===== config.mk =====
export PLATFORM = sky130hd
export DESIGN_NAME = switchgear_wear_monitor
export DESIGN_NICKNAME = d
export VERILOG_FILES = /design/src/verilog/wear_pkg.sv /design/src/verilog/switchgear_wear_monitor.sv /design/src/verilog/seq_divider.sv
export SDC_FILE = /design/constraint.sdc
export NUM_CORES = 2
export LEC_CHECK = 0
export ABC_AREA = 1
export BUFFER_PORTS_ARGS = -buffer_cell sky130_fd_sc_hd__buf_2
export CAP_MARGIN = 20
export CELL_PAD_IN_SITES_DETAIL_PLACEMENT = 1
export CELL_PAD_IN_SITES_GLOBAL_PLACEMENT = 1
export CORE_MARGIN = 2
export CORE_UTILIZATION = 44
export DETAILED_ROUTE_END_ITERATION = 10
export PLACE_DENSITY_LB_ADDON = 0.1
export SYNTH_ARGS = -nofsm -noshare
export SYNTH_HDL_FRONTEND = slang
export SYNTH_HIERARCHICAL = 1
export SYNTH_SLANG_ARGS = --single-unit

===== constraint.sdc =====
create_clock -name clk_sys -period 14.4 [get_ports clk_sys]
set_input_delay 1.44 -clock clk_sys [delete_from_list [all_inputs] [get_ports clk_sys]]
set_output_delay 1.44 -clock clk_sys [all_outputs]
set_load 0.03 [all_outputs]

===== src/verilog/wear_pkg.sv =====
// Constants shared by the switchgear wear monitor and its divider.
// Assumes a single 250 MHz system clock; currents arrive as unsigned numbers
// in units of 10 A (0.01 kA), both for measurements and wear curve points.
package wear_pkg;

  localparam int unsigned CLK_HZ   = 250_000_000;   // System clock rate.
  localparam int unsigned MS_HZ    = 1_000;         // Millisecond tick rate.
  localparam int unsigned MS_CYC   = CLK_HZ / MS_HZ; // Cycles per millisecond.
  localparam int unsigned HOUR_S   = 3600;          // Hourly window length in seconds.
  localparam int unsigned HOUR_MS  = HOUR_S * MS_HZ; // Hourly window in millisecond ticks.

  localparam int unsigned N_POINTS = 10;            // Wear curve points, at most.
  localparam int unsigned PT_W     = 4;             // Width of a point index or count.
  localparam int unsigned CUR_W    = 16;            // Current width.
  localparam int unsigned OPS_W    = 16;            // Allowed operations width.
  localparam int unsigned CNT_W    = 32;            // Operation counter width.
  localparam int unsigned SUM_W    = 32;            // Current sum width.
  localparam int unsigned CAP_W    = 16;            // Open capacity width, hundredths of percent.
  localparam int unsigned TIM_W    = 16;            // Travel time width in milliseconds.
  localparam int unsigned DIV_W    = 32;            // Divider dividend and quotient width.
  localparam int unsigned PH_N     = 3;             // Number of phases.

  localparam logic [CAP_W-1:0] CAP_FULL  = 16'h2710; // 100.00 percent.
  localparam logic [CAP_W-1:0] CAP_RST   = 16'h0000;
  localparam logic [CNT_W-1:0] CNT_RST   = 32'h0000_0000;
  localparam logic [SUM_W-1:0] SUM_RST   = 32'h0000_0000;
  localparam logic [TIM_W-1:0] TIM_MAX   = 16'hFFFF;

  typedef logic [CUR_W-1:0] cur_t;
  typedef logic [OPS_W-1:0] ops_t;

  // Wear update sequence, one-hot.
  typedef enum logic [4:0] {
    W_IDLE = 5'b00001,
    W_FIND = 5'b00010,
    W_INTP = 5'b00100,
    W_PCT  = 5'b01000,
    W_APPL = 5'b10000
  } wear_state_e;

  // Travel timer direction, one-hot.
  typedef enum logic [2:0] {
    T_IDLE  = 3'b001,
    T_OPEN  = 3'b010,
    T_CLOSE = 3'b100
  } travel_state_e;

endpackage : wear_pkg


===== src/verilog/switchgear_wear_monitor.sv =====
// Wear statistics for one switchgear instance: operation count, interrupted
// current sums, hourly sum, open capacity from a wear curve and travel timing.
// Assumes commands, currents and settings come from logic on clk_sys; the two
// position contacts are raw pins. Curve points must rise in current.
// Summary of operation
// - Count every switching operation and expose the running count.
// - Raise the operation alarm when the count exceeds the set limit.
// - Add each phase's interrupted current to its own sum on every opening.
// - Raise a summary and per-phase alarm when a sum exceeds its threshold.
// - Keep open capacity in percent; full scale means maintenance is due.
// - Sum interrupted current per hour; alarm when above the hourly limit.
// - Time opening and closing travel; slow alarm when a limit is exceeded.
// - Accept a wear curve of up to ten current and operation points.
// - The last point in use always allows zero operations.
// - Between two points, interpolate the allowed operations linearly.
// - Above the last point's current, allowed operations are zero.
module switchgear_wear_monitor
  import wear_pkg::*;
#(
  parameter int unsigned MS_CYCLES  = MS_CYC,
  parameter int unsigned HOUR_TICKS = HOUR_MS
) (
  input  wire logic                  clk_sys,
  input  wire logic                  rst_n,
  input  wire logic                  open_cmd,
  input  wire logic                  close_cmd,
  input  wire logic                  pos_open_pin,
  input  wire logic                  pos_closed_pin,
  input  wire logic                  stat_clear,
  input  wire wear_pkg::cur_t        phase_current [wear_pkg::PH_N],
  input  wire logic [CNT_W-1:0]      op_limit,
  input  wire logic [SUM_W-1:0]      sum_limit,
  input  wire logic [SUM_W-1:0]      hourly_limit,
  input  wire logic [TIM_W-1:0]      open_time_limit,
  input  wire logic [TIM_W-1:0]      close_time_limit,
  input  wire logic [PT_W-1:0]       curve_points,
  input  wire wear_pkg::cur_t        curve_current [wear_pkg::N_POINTS],
  input  wire wear_pkg::ops_t        curve_ops [wear_pkg::N_POINTS],
  output logic [CNT_W-1:0]           switching_operation_count,
  output logic [SUM_W-1:0]           phase_a_interrupted_current_sum,
  output logic [SUM_W-1:0]           phase_b_interrupted_current_sum,
  output logic [SUM_W-1:0]           phase_c_interrupted_current_sum,
  output logic [SUM_W-1:0]           hourly_current_sum,
  output logic [CAP_W-1:0]           open_capacity_percent,
  output logic                       maintenance_required,
  output logic                       op_limit_alarm,
  output logic                       current_sum_alarm,
  output logic [PH_N-1:0]            phase_sum_alarm,
  output logic                       hourly_current_sum_alarm,
  output logic                       slow_switchgear_alarm,
  output logic                       wear_busy
);

  logic [31:0]      ms_div_ff;
  logic             ms_tick_ff;
  logic [31:0]      hour_cnt_ff;
  logic             hour_tick;
  logic [1:0]       pos_open_sync_ff;
  logic [1:0]       pos_closed_sync_ff;
  logic [CNT_W-1:0] count_ff;
  logic [SUM_W-1:0] sum_ff [PH_N];
  logic [SUM_W-1:0] hourly_ff;
  cur_t             imax;
  logic             op_alarm_ff;
  logic [PH_N-1:0]  ph_alarm_ff;
  logic             hour_alarm_ff;
  travel_state_e    tstate_ff;
  logic [TIM_W-1:0] tmove_ff;
  logic             slow_ff;
  wear_state_e      wstate_ff;
  cur_t             icap_ff;
  logic [PT_W-1:0]  seg_ff;
  logic [CAP_W-1:0] cap_ff;
  logic [CAP_W-1:0] inc_ff;
  logic             div_start_ff;
  logic [DIV_W-1:0] div_num_ff;
  logic [OPS_W-1:0] div_den_ff;
  logic             div_done;
  logic [DIV_W-1:0] div_quo;
  logic [PT_W-1:0]  last_idx;
  logic [N_POINTS-2:0] seg_hit;
  logic [PT_W-1:0]  seg_idx;
  logic             below_first;
  logic             above_last;
  ops_t             eff_ops [N_POINTS];
  ops_t             nxt_allowed;

  // Millisecond enable and hourly window; both are parameters so simulation can shorten them.
  always_ff @(posedge clk_sys or negedge rst_n) begin
    if (!rst_n) begin
      ms_div_ff   <= 32'h0000_0000;
      ms_tick_ff  <= 1'b0;
      hour_cnt_ff <= 32'h0000_0000;
    end else begin
      ms_tick_ff <= (ms_div_ff == MS_CYCLES - 1);
      ms_div_ff  <= (ms_div_ff == MS_CYCLES - 1) ? 32'h0000_0000 : ms_div_ff + 32'h0000_0001;
      if (ms_tick_ff) begin
        hour_cnt_ff <= hour_tick ? 32'h0000_0000 : hour_cnt_ff + 32'h0000_0001;
      end
    end
  end
  assign hour_tick = ms_tick_ff && (hour_cnt_ff == HOUR_TICKS - 1);

  // Position contacts are asynchronous pins, so they pass two flops first.
  always_ff @(posedge clk_sys or negedge rst_n) begin
    if (!rst_n) begin
      pos_open_sync_ff   <= 2'h0;
      pos_closed_sync_ff <= 2'h0;
    end else begin
      pos_open_sync_ff   <= {pos_open_sync_ff[0], pos_open_pin};
      pos_closed_sync_ff <= {pos_closed_sync_ff[0], pos_closed_pin};
    end
  end

  // Largest phase current sets the wear of an opening.
  always_comb begin
    imax = phase_current[0];
    for (int p = 1; p < PH_N; p++) begin
      if (phase_current[p] > imax) imax = phase_current[p];
    end
  end

  // Operation counter; a clear and a new operation in one cycle leave a count of one.
  always_ff @(posedge clk_sys or negedge rst_n) begin
    if (!rst_n) begin
      count_ff <= CNT_RST;
    end else if (stat_clear) begin
      count_ff <= (open_cmd || close_cmd) ? CNT_RST + 32'h0000_0001 : CNT_RST;
    end else if (open_cmd || close_cmd) begin
      count_ff <= count_ff + 32'h0000_0001;
    end
  end

  // Per-phase interrupted current sums, one flop array entry per phase.
  for (genvar p = 0; p < PH_N; p++) begin : g_phase
    always_ff @(posedge clk_sys or negedge rst_n) begin
      if (!rst_n) begin
        sum_ff[p] <= SUM_RST;
      end else if (open_cmd) begin
        sum_ff[p] <= (stat_clear ? SUM_RST : sum_ff[p]) + {16'h0000, phase_current[p]};
      end else if (stat_clear) begin
        sum_ff[p] <= SUM_RST;
      end
    end
  end

  // Hourly sum restarts at each window boundary; an opening in that cycle opens the new window.
  always_ff @(posedge clk_sys or negedge rst_n) begin
    if (!rst_n) begin
      hourly_ff <= SUM_RST;
    end else if (open_cmd) begin
      hourly_ff <= ((hour_tick || stat_clear) ? SUM_RST : hourly_ff) + {16'h0000, imax};
    end else if (hour_tick || stat_clear) begin
      hourly_ff <= SUM_RST;
    end
  end

  // Alarms are registered comparisons, one cycle behind the values they watch.
  always_ff @(posedge clk_sys or negedge rst_n) begin
    if (!rst_n) begin
      op_alarm_ff   <= 1'b0;
      ph_alarm_ff   <= '0;
      hour_alarm_ff <= 1'b0;
    end else begin
      op_alarm_ff   <= count_ff > op_limit;
      for (int p = 0; p < PH_N; p++) begin
        ph_alarm_ff[p] <= sum_ff[p] > sum_limit;
      end
      hour_alarm_ff <= hourly_ff > hourly_limit;
    end
  end

  // Travel timer: counts milliseconds from a command until the matching contact closes.
  always_ff @(posedge clk_sys or negedge rst_n) begin
    if (!rst_n) begin
      tstate_ff <= T_IDLE;
      tmove_ff  <= '0;
      slow_ff   <= 1'b0;
    end else begin
      case (tstate_ff)
        T_IDLE: begin
          tmove_ff <= '0;
          if (open_cmd) tstate_ff <= T_OPEN;
          else if (close_cmd) tstate_ff <= T_CLOSE;
        end
        T_OPEN: begin
          if (pos_open_sync_ff[1]) tstate_ff <= T_IDLE;
          else if (ms_tick_ff && tmove_ff != TIM_MAX) tmove_ff <= tmove_ff + 16'h0001;
        end
        T_CLOSE: begin
          if (pos_closed_sync_ff[1]) tstate_ff <= T_IDLE;
          else if (ms_tick_ff && tmove_ff != TIM_MAX) tmove_ff <= tmove_ff + 16'h0001;
        end
        default: tstate_ff <= T_IDLE;
      endcase
      // A late move raises the alarm while still moving; a set beats a clear.
      if ((tstate_ff == T_OPEN && tmove_ff > open_time_limit) ||
          (tstate_ff == T_CLOSE && tmove_ff > close_time_limit)) begin
        slow_ff <= 1'b1;
      end else if (stat_clear) begin
        slow_ff <= 1'b0;
      end
    end
  end

  // Effective curve: the last point in use allows no operations at all.
  assign last_idx = (curve_points == 4'h0) ? 4'h0 :
                    (curve_points > 4'hA) ? 4'h9 : curve_points - 4'h1;
  for (genvar k = 0; k < N_POINTS; k++) begin : g_pt
    assign eff_ops[k] = (k >= last_idx) ? 16'h0000 : curve_ops[k];
  end
  for (genvar k = 0; k < N_POINTS - 1; k++) begin : g_seg
    assign seg_hit[k] = (k < last_idx) && (icap_ff > curve_current[k]) && (icap_ff <= curve_current[k+1]);
  end

  // Pick the segment that holds the captured current.
  always_comb begin
    seg_idx = '0;
    for (int k = N_POINTS - 2; k >= 0; k--) begin
      if (seg_hit[k]) seg_idx = k[PT_W-1:0];
    end
  end
  assign below_first = icap_ff <= curve_current[0];
  assign above_last  = icap_ff > curve_current[last_idx];
  assign nxt_allowed = eff_ops[seg_ff] - div_quo[OPS_W-1:0];

  // Wear update: locate the segment, interpolate, then add 100 percent over allowed.
  // Openings that arrive while busy are counted and summed but do not age the capacity.
  always_ff @(posedge clk_sys or negedge rst_n) begin
    if (!rst_n) begin
      wstate_ff    <= W_IDLE;
      icap_ff      <= '0;
      seg_ff       <= '0;
      inc_ff       <= '0;
      cap_ff       <= CAP_RST;
      div_start_ff <= 1'b0;
      div_num_ff   <= '0;
      div_den_ff   <= '0;
    end else begin
      div_start_ff <= 1'b0;
      case (wstate_ff)
        W_IDLE: begin
          if (open_cmd) begin
            icap_ff   <= imax;
            wstate_ff <= W_FIND;
          end
        end
        W_FIND: begin
          if (above_last) begin
            inc_ff    <= CAP_FULL;
            wstate_ff <= W_APPL;
          end else if (below_first) begin
            seg_ff       <= '0;
            div_num_ff   <= '0;
            div_den_ff   <= 16'h0001;
            div_start_ff <= 1'b1;
            wstate_ff    <= W_INTP;
          end else begin
            seg_ff       <= seg_idx;
            div_num_ff   <= {16'h0000, eff_ops[seg_idx] - eff_ops[seg_idx + 4'h1]} *
                            {16'h0000, icap_ff - curve_current[seg_idx]};
            div_den_ff   <= curve_current[seg_idx + 4'h1] - curve_current[seg_idx];
            div_start_ff <= 1'b1;
            wstate_ff    <= W_INTP;
          end
        end
        W_INTP: begin
          if (div_done) begin
            if (nxt_allowed == 16'h0000) begin
              inc_ff    <= CAP_FULL;
              wstate_ff <= W_APPL;
            end else begin
              div_num_ff   <= {16'h0000, CAP_FULL};
              div_den_ff   <= nxt_allowed;
              div_start_ff <= 1'b1;
              wstate_ff    <= W_PCT;
            end
          end
        end
        W_PCT: begin
          if (div_done) begin
            inc_ff    <= (div_quo > {16'h0000, CAP_FULL}) ? CAP_FULL : div_quo[CAP_W-1:0];
            wstate_ff <= W_APPL;
          end
        end
        W_APPL: begin
          wstate_ff <= W_IDLE;
        end
        default: wstate_ff <= W_IDLE;
      endcase
      // Capacity saturates at full scale; an update in the clear cycle starts afresh.
      if (wstate_ff == W_APPL) begin
        cap_ff <= ({1'b0, stat_clear ? CAP_RST : cap_ff} + {1'b0, inc_ff} >= {1'b0, CAP_FULL}) ?
                  CAP_FULL : (stat_clear ? CAP_RST : cap_ff) + inc_ff;
      end else if (stat_clear) begin
        cap_ff <= CAP_RST;
      end
    end
  end

  seq_divider u_div (
    .clk_sys  (clk_sys),
    .rst_n    (rst_n),
    .start    (div_start_ff),
    .dividend (div_num_ff),
    .divisor  (div_den_ff),
    .busy     (),
    .done     (div_done),
    .quotient (div_quo)
  );

  assign switching_operation_count       = count_ff;
  assign phase_a_interrupted_current_sum = sum_ff[0];
  assign phase_b_interrupted_current_sum = sum_ff[1];
  assign phase_c_interrupted_current_sum = sum_ff[2];
  assign hourly_current_sum              = hourly_ff;
  assign open_capacity_percent           = cap_ff;
  assign maintenance_required            = cap_ff == CAP_FULL;
  assign op_limit_alarm                  = op_alarm_ff;
  assign phase_sum_alarm                 = ph_alarm_ff;
  assign current_sum_alarm               = |ph_alarm_ff;
  assign hourly_current_sum_alarm        = hour_alarm_ff;
  assign slow_switchgear_alarm           = slow_ff;
  assign wear_busy                       = wstate_ff != W_IDLE;

  // Checks that tie the count, the phase a sum, the capacity and the alarms to their causes.
  op_count_step_a: assert property (@(posedge clk_sys) disable iff (!rst_n)
    (open_cmd && !stat_clear) |=> count_ff == $past(count_ff) + 32'h0000_0001)
    else $error("operation count did not step");
  op_alarm_set_a: assert property (@(posedge clk_sys) disable iff (!rst_n)
    (count_ff > op_limit) && $stable(op_limit) |=> op_limit_alarm)
    else $error("operation alarm missing");
  phase_sum_add_a: assert property (@(posedge clk_sys) disable iff (!rst_n)
    (open_cmd && !stat_clear) |=> sum_ff[0] == $past(sum_ff[0]) + {16'h0000, $past(phase_current[0])})
    else $error("phase sum not accumulated");
  sum_alarm_pair_a: assert property (@(posedge clk_sys) disable iff (!rst_n)
    (sum_ff[1] > sum_limit) |=> phase_sum_alarm[1] && current_sum_alarm)
    else $error("sum alarms not raised together");
  cap_bound_a: assert property (@(posedge clk_sys) disable iff (!rst_n)
    (cap_ff <= CAP_FULL) && (maintenance_required == (cap_ff == CAP_FULL)))
    else $error("capacity beyond full scale");
  hourly_alarm_a: assert property (@(posedge clk_sys) disable iff (!rst_n)
    (hourly_ff > hourly_limit) && $stable(hourly_limit) |=> hourly_current_sum_alarm)
    else $error("hourly alarm missing");
  slow_travel_a: assert property (@(posedge clk_sys) disable iff (!rst_n)
    (tstate_ff == T_OPEN && tmove_ff > open_time_limit) |=> slow_switchgear_alarm [*2])
    else $error("slow alarm not held");
  above_last_a: assert property (@(posedge clk_sys) disable iff (!rst_n)
    (wstate_ff == W_FIND && above_last) |=> wstate_ff == W_APPL && inc_ff == CAP_FULL)
    else $error("current above curve not treated as zero allowed");
  wear_latency_a: assert property (@(posedge clk_sys) disable iff (!rst_n)
    (wstate_ff == W_IDLE && open_cmd) |-> ##[2:72] wstate_ff == W_APPL)
    else $error("wear update took too long");

endmodule : switchgear_wear_monitor


===== src/verilog/seq_divider.sv =====
// Iterative unsigned divider, one quotient bit per cycle.
// Assumes start is a one-cycle pulse while busy is low; divide by zero gives all ones.
module seq_divider
  import wear_pkg::*;
(
  input  wire logic             clk_sys,
  input  wire logic             rst_n,
  input  wire logic             start,
  input  wire logic [DIV_W-1:0] dividend,
  input  wire logic [OPS_W-1:0] divisor,
  output logic                  busy,
  output logic                  done,
  output logic [DIV_W-1:0]      quotient
);

  logic [DIV_W-1:0] rem_ff;
  logic [DIV_W-1:0] quo_ff;
  logic [OPS_W-1:0] den_ff;
  logic [5:0]       cnt_ff;
  logic             busy_ff;
  logic             done_ff;
  logic [DIV_W:0]   trial;

  // The remainder never exceeds the divisor, so a shifted trial of one extra bit is enough.
  assign trial = {rem_ff, quo_ff[DIV_W-1]} - {17'h00000, den_ff};

  // Restoring division: shift in a dividend bit, subtract when it fits.
  always_ff @(posedge clk_sys or negedge rst_n) begin
    if (!rst_n) begin
      rem_ff  <= '0;
      quo_ff  <= '0;
      den_ff  <= '0;
      cnt_ff  <= 6'h00;
      busy_ff <= 1'b0;
      done_ff <= 1'b0;
    end else begin
      done_ff <= 1'b0;
      if (start && !busy_ff) begin
        rem_ff  <= '0;
        quo_ff  <= dividend;
        den_ff  <= divisor;
        cnt_ff  <= 6'h20;
        busy_ff <= 1'b1;
      end else if (busy_ff) begin
        if (!trial[DIV_W]) begin
          rem_ff <= trial[DIV_W-1:0];
          quo_ff <= {quo_ff[DIV_W-2:0], 1'b1};
        end else begin
          rem_ff <= {rem_ff[DIV_W-2:0], quo_ff[DIV_W-1]};
          quo_ff <= {quo_ff[DIV_W-2:0], 1'b0};
        end
        cnt_ff <= cnt_ff - 6'h01;
        if (cnt_ff == 6'h01) begin
          busy_ff <= 1'b0;
          done_ff <= 1'b1;
        end
      end
    end
  end

  assign busy     = busy_ff;
  assign done     = done_ff;
  assign quotient = quo_ff;

endmodule : seq_divider


* After elaboration in Yosys (flattened, before gate mapping)
Index checks and enable logic that the tools add are counted.
** Word-level totals
- Word-level logic and storage cells :: 287
- Output and inout port bits :: 185
- Latch bits :: 0
- Memories kept :: 0
- Flip-flop bits (word level) :: 448
- Memory bits (writable) :: 0
- Memory bits (read-only) :: 0
- Input port bits :: 507
** Operators by class
- Div/mod/pow operators :: 0
- Shift-type cells :: 0
- Multiply operators :: 1
- Muxes and demuxes :: 109
- Reductions and logical operators :: 43
- Equality and inequality tests :: 26
- Add/sub/neg operators :: 18
- Bitwise gates (word level) :: 5
- Order comparisons :: 55
** Operators by type and width (number)
- 2-to-1 mux 32 bit :: 21
- 2-to-1 mux 16 bit :: 39
- binary-select mux 16 bit (select 4 bit) :: 6
- > comparator 16 bit :: 14
- > comparator 32 bit :: 5
- <= comparator 16 bit :: 10
- adder 32 x 16 -> 32 bit :: 4
- adder 32 x 1 -> 32 bit, second input constant :: 3
- case mux 16 bit (3 select lines) :: 2
- case mux 32 bit (2 select lines) :: 1
- subtractor 16 bit :: 4
- 2-to-1 mux 4 bit :: 12
- subtractor 33 x 16 -> 33 bit :: 1
- == test 32 x 18 -> 1 bit, second input constant :: 1
- == test 32 x 22 -> 1 bit, second input constant :: 1
- > comparator 32 x 14 -> 1 bit, second input constant :: 1
- multiplier 16 x 16 -> 32 bit :: 1
- case mux 16 bit (2 select lines) :: 1
- 2-to-1 mux 5 bit :: 5
- logical AND 1 bit :: 23
- greater-or-equal comparator 5 bit, second input constant :: 4
- NOT 4 -> 5 bit :: 4
- case mux 5 bit (4 select lines) :: 1
- != test 2 bit, second input constant :: 9
- 47 further kinds :: 84

* Logic depth before layout (Yosys ltp)
- Depth in word-level cells :: 25
- Depth in mapped cells :: 80

* Modules after synthesis
The synthesis kept the hierarchy.
** By module, submodules not included
- switchgear_wear_monitor :: cells an instance 7476, times used 1, seq. area each 9011.1 µm², area an instance 50592.3 µm²
- seq_divider :: cells an instance 788, times used 1, seq. area each 2202.1 µm², area an instance 5597.9 µm²

* Worst setup path after synthesis
Ideal clock, no wire load.
- Kind :: in2reg
- From :: input curve_points[0]
- To :: register div_num_ff[30]
- Stages :: 73
- Slack :: 1.378 ns
- Data arrival time :: 12.939 ns
- Required time :: 14.317 ns
- Path through :: inv_1 -> ha_1 -> inv_1 -> nor3_2 -> nor2_1 -> nand2_4 -> o21ai_4 -> nand3_1 -> nand2_1 -> nand2_1 -> nand2_1 -> nand2_2 -> nand2_4 -> nand2_4 -> inv_2 -> clkbuf_1 -> clkbuf_1 -> clkbuf_1 -> [37 not listed] -> fa_1 -> inv_1 -> fa_1 -> inv_1 -> ha_1 -> nand2_1 -> nor2_1 -> nand2_1 -> o211ai_1 -> a21o_1 -> a31oi_1 -> o21ai_0 -> a21boi_0 -> nor2_1 -> nor2_1 -> o21bai_1 -> and2_1 -> o21ai_0
** Between the ends
- Cells in the longest elaborated chain, start to end :: 25
** RTL lines
- start, declared :: line switchgear_wear_monitor.sv:36 : input wire logic [PT_W-1:0] curve_points,
- subtractor 4 x 1 -> 4 bit / > comparator 4 bit (equally long branches) :: line switchgear_wear_monitor.sv:208 : (curve_points > 4'hA) ? 4'h9 : curve_points - 4'h1;
- 2-to-1 mux 4 bit :: line switchgear_wear_monitor.sv:208
- 2-to-1 mux 4 bit * :: line switchgear_wear_monitor.sv:207 : assign last_idx = (curve_points == 4'h0) ? 4'h0 :
- less-than comparator 4 bit :: line switchgear_wear_monitor.sv:213 : assign seg_hit[k] = (k < last_idx) && (icap_ff > curve_current[k]) && (icap_ff <= curve_current[k+1]);
- logical AND 1 bit (2 in a row) :: line switchgear_wear_monitor.sv:213
- 2-to-1 mux 4 bit (9 in a row) :: line switchgear_wear_monitor.sv:220 : if (seg_hit[k]) seg_idx = k[PT_W-1:0];
- adder 4 x 1 -> 4 bit :: line switchgear_wear_monitor.sv:260 : div_num_ff <= {16'h0000, eff_ops[seg_idx] - eff_ops[seg_idx + 4'h1]} *
- NOT 4 -> 5 bit (not written as such) :: line switchgear_wear_monitor.sv:260
- binary-select mux 16 bit (select 4 bit) :: line switchgear_wear_monitor.sv:260
- 2-to-1 mux 16 bit (not written as such) (2 in a row) :: line switchgear_wear_monitor.sv:260
- subtractor 16 bit :: line switchgear_wear_monitor.sv:260
- multiplier 16 x 16 -> 32 bit :: line switchgear_wear_monitor.sv:260
- 2-to-1 mux 32 bit :: line switchgear_wear_monitor.sv:252 : end else if (below_first) begin
- 2-to-1 mux 32 bit :: line switchgear_wear_monitor.sv:249 : if (above_last) begin
- case mux 32 bit (2 select lines) :: line switchgear_wear_monitor.sv:241 : case (wstate_ff)
- end signal, assigned :: line switchgear_wear_monitor.sv:260
- end signal, assigned :: line switchgear_wear_monitor.sv:273 : div_num_ff <= {16'h0000, CAP_FULL};
- end, declared :: line switchgear_wear_monitor.sv:76 : logic [DIV_W-1:0] div_num_ff;
Every way passes the cells marked *; elsewhere a longest branch is shown, timed or not. The select of a mux whose other input is x is not followed.
A chain may end at the register's enable or synchronous reset.

* Worst setup path after layout
Same ends and word-level chain as after synthesis.

==> run_results.csv <==
group,metric,value,unit
run_status,status,"finished, final reports clean",
grt,met1_usage,45.2,%
yosys,async_reset_ff_share,100,%
setup_path,slowest_stage,"fa_1",
cts,cts_resized,0,
yosys,synth-main-ff-cell,"dfrtp_1",
sta,worstMarginPinSlew,1.14,ns
setup_path,crit_path_end_kind,"flip-flop",
yosys,synthesis.area,56200,sq um
die,ioPinCount,692,
grt,grt_pass1_wl,378,mm
sta,slew_headroom,23.5,%
min_path,hp-start,"pos_closed_sync_ff[0]$_DFF_PN0_",
cts,cts_sinks,448,
cts,clockBufferDepth,3,
min_path,hold_end,"pos_closed_sync_ff[1]$_DFF_PN0_",
finish,fin_nets,10200,
setup_path,crit_required,14.95,ns
sta,period_minus_slack,13.38,ns
sta,fmax,74.8,MHz
cts,clockRootBuffer,"clkbuf_16",
yosys,ys_warn_count,6,
setup_path,r2r_end,"div_num_ff[30]$_DFFE_PN0P_",
place,placed_cells,10400,
yosys,synth_area_leader_cell,"dfrtp_1",
routing,vias,61100,
yosys,synth_edf_count,0,
die,dieArea,131000,sq um
sta,hold_viol,0,
place,place.gp.congestion,1.03,
cts,cts_hold_buf,0,
grt,antenna_found_initial,29,
routing,drtPass1Iterations,5,
routing,drt_iter0_drc,4179,
finish,layout.cells.non_filler,10500,
die,num_rows,131,
setup_path,critPathLaunch,"curve_points[0]",
yosys,synthDistinctLibCells,79,
grt,grt-ovfl-total,0,
sta,setup_viol,0,
yosys,ys_ff_latch,448,
grt,grt_max_degree,198,
grt,met2_usage,63.6,%
die,die-height,361,um
setup_path,critPathLaunchType,"input port",
yosys,syn_inst,8264,
place,dp_hpwl,202,mm
min_path,hold_class,"reg -> reg",
sta,slew_violations,0,
place,io_buffers,691,
grt,met3_usage,5.71,%
finish,area_growth,12.1,%
setup_path,slowest_delay,0.58,ns
sta,skew,0.0491,ns
setup_path,r2r_slack,1.20,ns
die,die_x,361,um
grt,grt_pass1_vias,63200,
routing,drtAntennaViolNets,0,
yosys,synth_top_area_share,19.9,%
setup_path,reg2reg_from,"icap_ff[15]$_DFFE_PN0P_",
die,initial_utilization,44.2,%
yosys,yosysSeqAreaShare,20.0,%
finish,post-route-util,49.5,%
cts,numCtsBuffers,51,
grt,top_usage_layer,"met2",
yosys,syn-num-nets,9640,
routing,wl,249,mm
setup_path,critPathArrivalTime,13.93,ns
grt,grtUsageTotal,37.2,%
sta,rsz0062_at_grt,"no",
setup_path,ff2ff_path_depth,54,
sta,fin_tns_setup,0,ns
cts,post_cts_buffers,0,
finish,layout-drive-gt1-share,11.9,%
routing,wl_per_cell,23.7,um
routing,viasPerCell,5.81,
setup_path,critPathKind,"in -> reg",
cts,path_clk_slew,0.06,ns
cts,ctsHtreeMaxLevel,2,
yosys,syn_avg_cell_area,6.80,sq um
routing,drc_errors,0,
die,core-area,127000,sq um
setup_path,critPathMaxFanout,23,
sta,finalCritPeriodShare,92.9,%
job,drv_cap,0,
yosys,synth_area_leaders,"dfrtp_1, ha_1, nand2_1, inv_1, fa_1",
min_path,holdPathStages,0,
cts,tritoncts,"done",
cts,clk_latency,0.64,ns
==> worst max path at each step <==
stage / end / slack [ns] / cells after the start
CTS: div_num_ff[30]$_DFFE_PN0P_ / 1.12 / 66
finish: div_num_ff[30]$_DFFE_PN0P_ / 1.02 / 57
detailed placement: div_num_ff[30]$_DFFE_PN0P_ / 0.45 / 66
global placement: div_num_ff[30]$_DFFE_PN0P_ / 0.78 / 52
floorplan: div_num_ff[30]$_DFFE_PN0P_ / 1.38 / 73
global route: div_num_ff[30]$_DFFE_PN0P_ / 0.002 / 67
==> synthesized netlist by cell type, types with 7 or more instances <==
library cell / count
a32oi_1: 14
inv_2: 20
o21ai_1: 27
a21o_1: 17
o22ai_1: 25
nor2_2: 22
o221ai_1: 34
buf_1: 35
dfrtp_1: 446
nand2_2: 35
mux2_2: 12
a22oi_1: 8
a21boi_0: 8
a32o_1: 17
o21bai_1: 29
clkinv_1: 11
xor2_1: 128
ha_1: 667
nand3_1: 465
a211oi_1: 43
fa_1: 202
and3_1: 8
o31ai_1: 21
or2_2: 23
o2111ai_1: 16
a21oi_1: 666
nor3_1: 92
o21ai_0: 643
a221oi_1: 22
nand4_1: 97
o21a_1: 15
inv_1: 1342
nand2_1: 1693
o211ai_1: 91
o311ai_0: 13
nand3b_1: 7
nor2_1: 722
nor4_1: 45
nand2_4: 10
a31oi_1: 29
xnor2_1: 76
buf_2: 49
clkbuf_1: 206
nand3_2: 21
==> logic make-up after synthesis <==
group / Yosys count / share of synthesized area (%)
AND/OR/NAND/NOR: 3267 / 24.7
AO/OA/AOI/OAI: 1780 / 18.2
buffers and inverters: 1680 / 11.5
adder cells (fa/ha/maj): 869 / 22.0
flip-flops: 448 / 20.0
XOR/XNOR: 208 / 3.30
multiplexers: 12 / 0.240
==> through the flow <==
| stage | setup WS, ns | instance area [sq um] | hold slack, ns |
|---|---|---|---|
| floorplan | 1.38 | 56200 | 0.331 |
| global placement | 0.778 | 61100 | 0.339 |
| detailed placement | 0.453 | 61100 | 0.344 |
| CTS | 1.12 | 62900 | 0.353 |
| global route | 0.00183 | 63000 | 0.367 |
| finish | 1.02 | 63000 | 0.352 |
==> layer usage <==
layer,part of all wire [%],vias to the layer above,wire length (um)
li1,-,28300,-
met1,40,29900,100000
met2,47,2276,117000
met3,6.8,642,16900
met4,6.1,6,15300
met5,0.012,-,30
==> registers in the layout (all words and copies together) (netlist names), 2 cells and up <==
name                             flops
icap_ff                             16
div_num_ff                          32
phase_a_interrupted_current_sum     32
hour_cnt_ff                         32
hourly_current_sum                  32
div_den_ff                          16
phase_b_interrupted_current_sum     32
tstate_ff                            3
ms_div_ff                           32
switching_operation_count           32
u_div/quotient                      32
phase_c_interrupted_current_sum     32
inc_ff                              16
u_div/cnt_ff                         6
seg_ff                               4
tmove_ff                            16
wstate_ff                            5
pos_open_sync_ff                     2
pos_closed_sync_ff                   2
open_capacity_percent               16
u_div/den_ff                        16
phase_sum_alarm                      3
u_div/rem_ff                        32
==> critical path: cells and delay by family <==
| kind | cells | cell delay (ns) |
|---|---|---|
| adders and majority gates | 10 | 4.15 |
| buffers and inverters | 12 | 2.12 |
| and+or+nand+nor | 17 | 2.85 |
| AOI/OAI and AO/OA | 18 | 3.35 |
==> layout by cell type, fill, tap and decap left out, types with 21 or more instances in the layout <==
cell type / count
a211oi_1: 43
a21oi_1: 666
a221oi_1: 22
a31oi_1: 29
buf_2: 689
buf_4: 83
clkbuf_16: 52
dfrtp_1: 445
diode_2: 25
fa_1: 202
ha_1: 666
inv_1: 1339
inv_2: 22
nand2_1: 1692
nand2_2: 36
nand3_1: 465
nand3_2: 21
nand4_1: 97
nor2_1: 720
nor2_2: 24
nor3_1: 92
nor4_1: 45
o211ai_1: 91
o21ai_0: 643
o21ai_1: 26
o21bai_1: 29
o221ai_1: 34
o22ai_1: 25
o31ai_1: 21
or2_2: 23
xnor2_1: 76
xor2_1: 128
==> layout make-up <==
type                            instances  area [sq um]
Fill cell                           17000         64200
Multi-Input combinational cell       6136         38500
Sequential cell                       448         11200
Inverter                             1376          5180
Timing Repair Buffer                  780          4200
Tap cell                             1662          2080
Clock buffer                           74          1490
Clock inverter                         20           253
Antenna cell                           25          62.6
Power is left out: the tool's default activity adds up to more than one toggle a clock period on the data nets, which glitch-free logic cannot reach.
